**src/hw/pim_pkg.sv**
```systemverilog
// Purpose: constants for the p/pi mode selector
// Assumes: axi4-lite register access, 32-bit data, 50 MHz clock
// Notes: register offsets are byte addresses
package pim_pkg;

    localparam int unsigned DataW = 32;
    localparam int unsigned AddrW = 8;
    localparam int unsigned ParW = 16;

    // register byte offsets
    localparam logic [AddrW-1:0] OffSpeedGain = 8'h00;
    localparam logic [AddrW-1:0] OffCtrlMethod = 8'h04;
    localparam logic [AddrW-1:0] OffSwSelect = 8'h08;
    localparam logic [AddrW-1:0] OffTorqLevel = 8'h0c;
    localparam logic [AddrW-1:0] OffSpdLevel = 8'h10;
    localparam logic [AddrW-1:0] OffAccLevel = 8'h14;
    localparam logic [AddrW-1:0] OffPosLevel = 8'h18;
    localparam logic [AddrW-1:0] OffStatus = 8'h1c;

    // reset values
    localparam logic [ParW-1:0] RstSpeedGain = 16'h0258;
    localparam logic [ParW-1:0] RstCtrlMethod = 16'h0000;
    localparam logic [ParW-1:0] RstSwSelect = 16'h0000;
    localparam logic [ParW-1:0] RstTorqLevel = 16'h00c8;
    localparam logic [ParW-1:0] RstSpdLevel = 16'h0000;
    localparam logic [ParW-1:0] RstAccLevel = 16'h0000;
    localparam logic [ParW-1:0] RstPosLevel = 16'h0000;

    // legal setting ranges; writes are clamped into them
    localparam logic [ParW-1:0] GainMin = 16'h0096;
    localparam logic [ParW-1:0] GainMax = 16'h0bb8;
    localparam logic [ParW-1:0] TorqMax = 16'h0320;
    localparam logic [ParW-1:0] SpdMax = 16'h2710;
    localparam logic [ParW-1:0] AccMax = 16'h7530;
    localparam logic [ParW-1:0] PosMax = 16'h2710;

    // control method field (digit 1) and switch select field (digit 0)
    localparam int unsigned MethodLsb = 4;
    localparam int unsigned DigitW = 4;
    localparam int unsigned SelLsb = 0;

    localparam logic [DigitW-1:0] MethSpeed = 4'h0;
    localparam logic [DigitW-1:0] MethPos = 4'h1;
    localparam logic [DigitW-1:0] MethTorque = 4'h2;

    localparam logic [DigitW-1:0] SelTorque = 4'h0;
    localparam logic [DigitW-1:0] SelSpeed = 4'h1;
    localparam logic [DigitW-1:0] SelAccel = 4'h2;
    localparam logic [DigitW-1:0] SelPosErr = 4'h3;

    // status register bits
    localparam int unsigned StPropBit = 0;
    localparam int unsigned StReqBit = 1;
    localparam int unsigned StAutoBit = 2;

    localparam logic [1:0] RespOkay = 2'b00;
    localparam logic [1:0] RespSlvErr = 2'b10;

endpackage : pim_pkg

```
**src/hw/pim_mode_selector.sv**
```systemverilog
// Purpose: choose pi or p-only speed loop control from request pin and mode switch
// Assumes: one 50 MHz clock, sync active-high reset, signed quantities sampled each cycle
// Notes: loop arithmetic lives elsewhere; this block outputs the mode decision and the speed reference input gain
// Function
// a speed reference input gain of 150 to 3000, default 600, takes effect at once.
// with the request pin high the speed loop runs pi control.
// with the request pin low the speed loop runs p-only control.
// the request is honoured only in speed control or position control methods.
// in torque control the request is ignored and p-only is never chosen.
// combined methods need the request routed to an input terminal by the integrator; here the request is ignored in any method but speed or position.
// select 0 switches to p-only when torque reference exceeds a 0 to 800 percent level.
// the torque level defaults to 200 percent and torque selection is the default.
// select 1 switches when speed reference exceeds a 0 to 10000 level, default 0.
// select 2 uses an acceleration level of 0 to 30000, default 0.
// select 3 uses a position error level of 0 to 10000, default 0.
// select 4 turns automatic switching off, leaving only the request.
// under acceleration select, p-only applies while reference acceleration exceeds its level.
// position error switching acts only in position control.
// p-only applies when the request or the automatic condition holds, else pi.
// comparisons use magnitudes and are redone every cycle.
//
// Our own choices: register access over AXI4-Lite and the register offsets.
`timescale 1ns/1ps
`default_nettype none

module pim_mode_selector
    import pim_pkg::*;
(
    input wire logic clk_sys,
    input wire logic srst,
    input wire logic propCtrlRequestN,
    input wire logic signed [pim_pkg::ParW-1:0] torqueRef,
    input wire logic signed [pim_pkg::ParW-1:0] speedRef,
    input wire logic signed [pim_pkg::ParW-1:0] speedRefAccel,
    input wire logic signed [pim_pkg::ParW-1:0] positionError,
    input wire logic [pim_pkg::AddrW-1:0] s_axi_awaddr,
    input wire logic s_axi_awvalid,
    output logic s_axi_awready,
    input wire logic [pim_pkg::DataW-1:0] s_axi_wdata,
    input wire logic [3:0] s_axi_wstrb,
    input wire logic s_axi_wvalid,
    output logic s_axi_wready,
    output logic [1:0] s_axi_bresp,
    output logic s_axi_bvalid,
    input wire logic s_axi_bready,
    input wire logic [pim_pkg::AddrW-1:0] s_axi_araddr,
    input wire logic s_axi_arvalid,
    output logic s_axi_arready,
    output logic [pim_pkg::DataW-1:0] s_axi_rdata,
    output logic [1:0] s_axi_rresp,
    output logic s_axi_rvalid,
    input wire logic s_axi_rready,
    output logic propOnly,
    output logic [pim_pkg::ParW-1:0] speedRefInputGain
);
    import pim_pkg::*;

    // magnitude of a signed quantity; most negative saturates
    function automatic logic [ParW-1:0] magOf(input logic signed [ParW-1:0] v);
        logic [ParW-1:0] m;
        m = v[ParW-1] ? ParW'(-v) : ParW'(v);
        if (m[ParW-1] && v[ParW-1])
        begin
            m = {1'b0, {(ParW-1){1'b1}}};
        end
        return m;
    endfunction : magOf

    // clamp a written value into its legal range
    function automatic logic [ParW-1:0] clampTo(input logic [ParW-1:0] v,
                                                 input logic [ParW-1:0] lo,
                                                 input logic [ParW-1:0] hi);
        logic [ParW-1:0] r;
        r = v;
        if (v < lo)
        begin
            r = lo;
        end
        else if (v > hi)
        begin
            r = hi;
        end
        return r;
    endfunction : clampTo

    ////////////////////////////////////////////////////////////////////////////
    // request pin synchroniser: three flops, change counts when 2nd and 3rd agree

    logic reqS1_q, reqS2_q, reqS3_q, reqN_q;
    logic reqS1_d, reqS2_d, reqS3_d, reqN_d;

    // next values of the synchroniser and the filtered level
    always_comb
    begin
        reqS1_d = propCtrlRequestN;
        reqS2_d = reqS1_q;
        reqS3_d = reqS2_q;
        reqN_d = reqN_q;
        if (reqS2_q == reqS3_q)
        begin
            reqN_d = reqS3_q;
        end
    end

    // pin idles high so reset to inactive
    always_ff @(posedge clk_sys)
    begin
        if (srst)
        begin
            reqS1_q <= 1'b1;
            reqS2_q <= 1'b1;
            reqS3_q <= 1'b1;
            reqN_q <= 1'b1;
        end
        else
        begin
            reqS1_q <= reqS1_d;
            reqS2_q <= reqS2_d;
            reqS3_q <= reqS3_d;
            reqN_q <= reqN_d;
        end
    end

    ////////////////////////////////////////////////////////////////////////////
    // axi4-lite slave and parameter registers

    logic [ParW-1:0] gain_q, method_q, swSel_q, torqLvl_q, spdLvl_q, accLvl_q, posLvl_q;
    logic [ParW-1:0] gain_d, method_d, swSel_d, torqLvl_d, spdLvl_d, accLvl_d, posLvl_d;
    logic awHeld_q, wHeld_q, bValid_q, rValid_q;
    logic awHeld_d, wHeld_d, bValid_d, rValid_d;
    logic [AddrW-1:0] awAddr_q, awAddr_d;
    logic [DataW-1:0] wData_q, wData_d, rData_q, rData_d;
    logic [3:0] wStrb_q, wStrb_d;
    logic [1:0] bResp_q, bResp_d, rResp_q, rResp_d;
    logic prop_q, prop_d, auto_q, auto_d, reqAct_q, reqAct_d;
    logic awRdy_q, awRdy_d, wRdy_q, wRdy_d, arRdy_q, arRdy_d;

    // ready flags registered from next state so the ports come from flops
    assign awRdy_d = !awHeld_d && !bValid_d;
    assign wRdy_d = !wHeld_d && !bValid_d;
    assign arRdy_d = !rValid_d;

    // write path: address and data taken in either order, one write in flight
    always_comb
    begin
        logic [ParW-1:0] wv;
        wv = '0;
        awHeld_d = awHeld_q;
        wHeld_d = wHeld_q;
        awAddr_d = awAddr_q;
        wData_d = wData_q;
        wStrb_d = wStrb_q;
        bValid_d = bValid_q;
        bResp_d = bResp_q;
        gain_d = gain_q;
        method_d = method_q;
        swSel_d = swSel_q;
        torqLvl_d = torqLvl_q;
        spdLvl_d = spdLvl_q;
        accLvl_d = accLvl_q;
        posLvl_d = posLvl_q;
        if (s_axi_awvalid && !awHeld_q && !bValid_q)
        begin
            awHeld_d = 1'b1;
            awAddr_d = s_axi_awaddr;
        end
        if (s_axi_wvalid && !wHeld_q && !bValid_q)
        begin
            wHeld_d = 1'b1;
            wData_d = s_axi_wdata;
            wStrb_d = s_axi_wstrb;
        end
        if (bValid_q && s_axi_bready)
        begin
            bValid_d = 1'b0;
        end
        if (awHeld_q && wHeld_q)
        begin
            awHeld_d = 1'b0;
            wHeld_d = 1'b0;
            bValid_d = 1'b1;
            bResp_d = RespOkay;
            wv = wData_q[ParW-1:0];
            // low two byte lanes hold each 16-bit setting
            if (!wStrb_q[0])
            begin
                wv[7:0] = 8'h00;
            end
            if (!wStrb_q[1])
            begin
                wv[15:8] = 8'h00;
            end
            // gain range, immediate effect
            if (awAddr_q == OffSpeedGain)
            begin
                gain_d = clampTo(wStrb_q[1:0] == 2'b11 ? wv : {wStrb_q[1] ? wv[15:8] : gain_q[15:8],
                                 wStrb_q[0] ? wv[7:0] : gain_q[7:0]}, GainMin, GainMax);
            end
            else if (awAddr_q == OffCtrlMethod)
            begin
                method_d = {wStrb_q[1] ? wv[15:8] : method_q[15:8], wStrb_q[0] ? wv[7:0] : method_q[7:0]};
            end
            else if (awAddr_q == OffSwSelect)
            begin
                swSel_d = {wStrb_q[1] ? wv[15:8] : swSel_q[15:8], wStrb_q[0] ? wv[7:0] : swSel_q[7:0]};
            end
            // torque level range
            else if (awAddr_q == OffTorqLevel)
            begin
                torqLvl_d = clampTo({wStrb_q[1] ? wv[15:8] : torqLvl_q[15:8],
                                    wStrb_q[0] ? wv[7:0] : torqLvl_q[7:0]}, '0, TorqMax);
            end
            // speed level range
            else if (awAddr_q == OffSpdLevel)
            begin
                spdLvl_d = clampTo({wStrb_q[1] ? wv[15:8] : spdLvl_q[15:8],
                                   wStrb_q[0] ? wv[7:0] : spdLvl_q[7:0]}, '0, SpdMax);
            end
            // acceleration level range
            else if (awAddr_q == OffAccLevel)
            begin
                accLvl_d = clampTo({wStrb_q[1] ? wv[15:8] : accLvl_q[15:8],
                                   wStrb_q[0] ? wv[7:0] : accLvl_q[7:0]}, '0, AccMax);
            end
            // position error level range
            else if (awAddr_q == OffPosLevel)
            begin
                posLvl_d = clampTo({wStrb_q[1] ? wv[15:8] : posLvl_q[15:8],
                                   wStrb_q[0] ? wv[7:0] : posLvl_q[7:0]}, '0, PosMax);
            end
            else if (awAddr_q != OffStatus)
            begin
                bResp_d = RespSlvErr;
            end
        end
    end

    // read path: one read in flight, answer one cycle after address taken
    always_comb
    begin
        rValid_d = rValid_q;
        rData_d = rData_q;
        rResp_d = rResp_q;
        if (rValid_q && s_axi_rready)
        begin
            rValid_d = 1'b0;
        end
        if (s_axi_arvalid && !rValid_q)
        begin
            rValid_d = 1'b1;
            rResp_d = RespOkay;
            rData_d = '0;
            if (s_axi_araddr == OffSpeedGain)
            begin
                rData_d[ParW-1:0] = gain_q;
            end
            else if (s_axi_araddr == OffCtrlMethod)
            begin
                rData_d[ParW-1:0] = method_q;
            end
            else if (s_axi_araddr == OffSwSelect)
            begin
                rData_d[ParW-1:0] = swSel_q;
            end
            else if (s_axi_araddr == OffTorqLevel)
            begin
                rData_d[ParW-1:0] = torqLvl_q;
            end
            else if (s_axi_araddr == OffSpdLevel)
            begin
                rData_d[ParW-1:0] = spdLvl_q;
            end
            else if (s_axi_araddr == OffAccLevel)
            begin
                rData_d[ParW-1:0] = accLvl_q;
            end
            else if (s_axi_araddr == OffPosLevel)
            begin
                rData_d[ParW-1:0] = posLvl_q;
            end
            else if (s_axi_araddr == OffStatus)
            begin
                rData_d[StPropBit] = prop_q;
                rData_d[StReqBit] = reqAct_q;
                rData_d[StAutoBit] = auto_q;
            end
            else
            begin
                rResp_d = RespSlvErr;
            end
        end
    end

    ////////////////////////////////////////////////////////////////////////////
    // mode decision, redone every cycle

    always_comb
    begin
        logic [DigitW-1:0] meth;
        logic [DigitW-1:0] sel;
        meth = method_q[MethodLsb +: DigitW];
        sel = swSel_q[SelLsb +: DigitW];
        // request honoured in speed or position control only
        // torque control never goes p-only
        // combined methods (other method codes) ignore the request, whatever the routing
        reqAct_d = !reqN_q && (meth == MethSpeed || meth == MethPos);
        // magnitude compares, every cycle
        case (sel)
            // torque reference over level
            SelTorque: auto_d = magOf(torqueRef) > torqLvl_q;
            // speed reference over level
            SelSpeed: auto_d = magOf(speedRef) > spdLvl_q;
            // reference acceleration over level
            SelAccel: auto_d = magOf(speedRefAccel) > accLvl_q;
            // position error only in position control
            SelPosErr: auto_d = (meth == MethPos) && (magOf(positionError) > posLvl_q);
            // no automatic switching
            default: auto_d = 1'b0;
        endcase
        if (meth == MethTorque)
        begin
            auto_d = 1'b0;
        end
        // R3: R15: p-only when request or auto, else pi
        prop_d = reqAct_d || auto_d;
    end

    // every register of the block except the request synchroniser; parameters hold factory values on reset
    always_ff @(posedge clk_sys)
    begin
        if (srst)
        begin
            // gain default
            gain_q <= RstSpeedGain;
            method_q <= RstCtrlMethod;
            // torque select and 200 percent default
            swSel_q <= RstSwSelect;
            torqLvl_q <= RstTorqLevel;
            spdLvl_q <= RstSpdLevel;
            accLvl_q <= RstAccLevel;
            posLvl_q <= RstPosLevel;
            awHeld_q <= 1'b0;
            wHeld_q <= 1'b0;
            awAddr_q <= '0;
            wData_q <= '0;
            wStrb_q <= '0;
            bValid_q <= 1'b0;
            bResp_q <= RespOkay;
            rValid_q <= 1'b0;
            rData_q <= '0;
            rResp_q <= RespOkay;
            awRdy_q <= 1'b1;
            wRdy_q <= 1'b1;
            arRdy_q <= 1'b1;
            prop_q <= 1'b0;
            auto_q <= 1'b0;
            reqAct_q <= 1'b0;
        end
        else
        begin
            gain_q <= gain_d;
            method_q <= method_d;
            swSel_q <= swSel_d;
            torqLvl_q <= torqLvl_d;
            spdLvl_q <= spdLvl_d;
            accLvl_q <= accLvl_d;
            posLvl_q <= posLvl_d;
            awHeld_q <= awHeld_d;
            wHeld_q <= wHeld_d;
            awAddr_q <= awAddr_d;
            wData_q <= wData_d;
            wStrb_q <= wStrb_d;
            bValid_q <= bValid_d;
            bResp_q <= bResp_d;
            rValid_q <= rValid_d;
            rData_q <= rData_d;
            rResp_q <= rResp_d;
            awRdy_q <= awRdy_d;
            wRdy_q <= wRdy_d;
            arRdy_q <= arRdy_d;
            prop_q <= prop_d;
            auto_q <= auto_d;
            reqAct_q <= reqAct_d;
        end
    end

    // outputs straight from flops; ready held low while a channel is captured
    assign s_axi_awready = awRdy_q;
    assign s_axi_wready = wRdy_q;
    assign s_axi_bvalid = bValid_q;
    assign s_axi_bresp = bResp_q;
    assign s_axi_arready = arRdy_q;
    assign s_axi_rvalid = rValid_q;
    assign s_axi_rdata = rData_q;
    assign s_axi_rresp = rResp_q;
    assign propOnly = prop_q;
    assign speedRefInputGain = gain_q;

endmodule : pim_mode_selector

`default_nettype wire

```
**config.mk**
```make
export PLATFORM = sky130hd
export DESIGN_NAME = pim_mode_selector
export DESIGN_NICKNAME = d
export VERILOG_FILES = /design/src/hw/pim_pkg.sv /design/src/hw/pim_mode_selector.sv
export SDC_FILE = /design/constraint.sdc
export NUM_CORES = 1
export LEC_CHECK = 0
export BUFFER_PORTS_ARGS = -buffer_cell sky130_fd_sc_hd__buf_2
export CORE_MARGIN = 4
export CORE_UTILIZATION = 55
export DETAILED_ROUTE_END_ITERATION = 8
export GPL_TIMING_DRIVEN = 0
export PLACE_DENSITY = 0.89
export SETUP_SLACK_MARGIN = 0.1
export SYNTH_ARGS = -nofsm -noshare
export SYNTH_HDL_FRONTEND = slang
export SYNTH_SLANG_ARGS = --single-unit
export TNS_END_PERCENT = 5
```
**constraint.sdc**
```tcl
create_clock -name clk_sys -period 6.6 [get_ports clk_sys]
set_clock_uncertainty 0.05 [all_clocks]
set_input_delay 0.66 -clock clk_sys [delete_from_list [all_inputs] [get_ports clk_sys]]
set_output_delay 0.66 -clock clk_sys [all_outputs]
set_load 0.05 [all_outputs]
```
==> metrics.md <==
| Metric | Value |
|---|---|
| Count of input and output buffers | `about 140` |
| Antenna Nets Post-Route | `0` |
| FFs w/ async S/R, synth | `0%` |
| Synth top area share | `a little under a third` |
| Crit share post-route | `62.5%` |
| Critical Path Start Type | `input pin` |
| Post-Syn Instances | `between 1000 and 1500` |
| Diode count | `0` |
| Ports | `182` |
| Reg clk slew, reported paths | `around 0.07 ns` |
| Synthesized area | `11200 sq um` |
| Area delta synth->final | `14.9%` |
| Pwr dens | `around 200 nW/um^2` |
| Crit path time final | `4.12 ns` |
| Met3 Track Usage GR | `between 10% and 20%` |
| Total negative slack | `0 ns` |
| Unrepaired setup endpoints after global routing | `no` |
| Critical path peak fanout | `3` |
| Reg2reg setup slack | `3.79 ns` |
| Pin count of the biggest net entering global routing | `17` |
| Most common cell in the synthesized netlist | `dfxtp_1` |
| Min-Delay Path Class | `in2reg` |
| Worst path slowest cell | `or4_1` |
| DR pass1 iterations | `6` |
| Max-cap viol count | `0` |
| VDD IR-drop max | `between 0.15 and 0.2 mV` |
| Outcome | `complete, no violations` |
| Initial antenna violation count | `1` |
| Sequential area share after synthesis | `between 30% and 40%` |
| Global Route met1 Usage | `between 40% and 50%` |
| Detailed router's first-iteration violation count | `1393` |
| Relative slew margins | `34.3%` |
| Die ar. | `roughly 23000 sq um` |
| Top cells by count, synth | `dfxtp_1 (170), nand2_1 (167), nor2_1 (123), inv_1 (85), a21oi_1 (82)` |
| GRT Total Usage | `34.2%` |
| Initial core utilization | `a little under three fifths` |
| Die Wd | `151 um` |
| Synthesized area per cell | `slightly above 8 sq um` |
| Yosys warnings | `0` |
| Clk_lat worst skew | `around 0.44 ns` |
| Post-CTS setup buffers | `0` |
| Vias | `~12000` |
| Final Hold Fails | `0` |
| WS Path Type | `in2reg` |
| Gr busiest metal | `met2` |
| Setup Viol. Count Final | `0` |
| Register bit total from synthesis | `170` |
| Final slew viol count | `0` |
| GP Congestion | `between 1 and 1.5` |
| CP delay by family, top | `simple AND/OR/NAND/NOR gates` |
| Met2 Use GR | `between 50 and 60%` |
| Static leakage | `slightly above 5 nW` |
| Finished Cell Area | `around 13000 sq um` |
| CTS H-tree depth | `4` |
| Clock Tree Buf Depth | `2` |
| Bufs and invs on worst path | `2` |
| Worst path cell trace | `buf_2, inv_1, ha_1, or4b_1, or3_1, or3b_1, o21ai_0, o21ai_0, ha_1, nand4_1, or4_1, a21o_1, o2111ai_1, a221oi_1, o31ai_1` |
| CTS resizes | `0` |
| Count of cell types in the netlist | `89` |
| Core Area | `19700 sq um` |
| Via-to-Cell Ratio | `about 6.4` |
| CTS buffer count | `17` |
| Worst-Margin Slew | `roughly 0.98 ns` |
| Routed WL per cell | `around 22 um` |
| Max Freq | `about 240 MHz` |
| Clock Sinks | `170` |
| First-pass GRT wire length | `roughly 60 mm` |
| WP data arrival | `roughly 4.4 ns` |
| Hpwl dp | `30.6 mm` |
| Area leader, netlist | `dfxtp_1` |
| Hold buffers post-CTS | `0` |
| Share of layout cells above drive strength 1 | `between 15 and 20%` |
| Ranking of synthesized cells by area | `dfxtp_1 (30%), ha_1 (7.6%), nand2_1 (5.6%), mux2i_1 (5.5%), nor2_1 (4.1%)` |
| Max stage delay on crit path | `between 0.5 and 0.6 ns` |
| Req. time, crit path | `6.91 ns` |
| Final WL | `about 40 mm` |
| Die Ht | `151 um` |
| Worst setup EP type | `flop` |
| Grt ovf | `0` |
| Vias in the first global route | `between 10000 and 15000` |
| Dominant synthesized flop cell | `dfxtp_1` |
| EDFF count, synth | `0` |
| Total placed instance area | `12300 sq um` |
| CTS tree | `yes` |
| # DRC | `0` |
| CTS root buffer | `clkbuf_16` |
| Final nets | `between 1500 and 2000` |
| Cell Rows | `51` |
[cell type report]
class,instances,area [sq um]
buffer,104,500
sequential,170,3400
clock buffer,18,439
tap,265,332
timing repair buffer,139,696
inverter,86,323
clock inverter,12,116
fill,1684,6880
multi-input combinational,1047,7030
[worst paths after layout]
check | cells after the start | end | startpoint
min | 2 | reqS1_q | propCtrlRequestN
max reg2reg | 8 | torqLvl_q[4] | wStrb_q[0]
max | 15 | propOnly | speedRefAccel[1]
min reg2reg | 1 | reqS2_q | reqS1_q
[where the power goes]
part | switching (mW) | internal (mW)
sequential | 0.0198 | 1.05
combinational | 0.325 | 0.170
clock | 0.451 | 0.529
total | 0.796 | 1.75
[metal layers]
metal	part of all wire, %	vias up
li1	-	5334
met1	38	5414
met2	43	793
met3	13	181
met4	5.1	2
met5	0.040	-
[cell families after synthesis]
group                      count (synthesis)  share of synthesized area [%]
buffers and inverters                    190                           7.37
other                                      1                         0.0336
DFF                                      170                           30.5
and+or+nand+nor                          532                           24.0
adders and majority gates                 68                           7.61
muxes                                     76                           8.18
xor gates and xnor gates                  42                           3.29
AOI/OAI and AO/OA                        307                           19.0
[through the flow]
step	total power [mW]	hold WS [ns]	util [%]	setup WS [ns]	instances
3_3_place_gp	1.56	0.343	62.3	2.18	1811
4_1_cts	2.52	0.352	65.1	2.53	1841
3_5_place_dp	1.57	0.359	62.3	2.13	1811
5_1_grt	2.62	0.353	65.1	2.22	1841
6_report	2.54	0.354	65.1	2.48	1841
2_1_floorplan	1.42	0.339	-	2.64	1407
[sequential cells by signal, indices dropped and copies added (netlist names), 2 cells and up]
signal             flops
swSel_q               16
posLvl_q              16
spdLvl_q              16
method_q              16
speedRefInputGain     16
awAddr_q               8
wStrb_q                2
torqLvl_q             16
s_axi_rdata           16
wData_q               16
accLvl_q              16
[cell usage in the layout (no fill, tap or decap), types with 23 or more instances in the layout]
cell / Yosys / routed
o21ai_0: 56 / 56
nor3_1: 41 / 41
dfxtp_1: 170 / 170
clkbuf_1: 59 / 59
a221oi_1: 23 / 23
nand3_1: 30 / 30
buf_2: 19 / 158
nand2_1: 167 / 167
inv_1: 85 / 85
nand4_1: 27 / 27
nor2_1: 123 / 123
mux2i_1: 61 / 61
xor2_1: 37 / 37
ha_1: 68 / 68
a21oi_1: 82 / 82
Power figures use the tool's default switching activity.
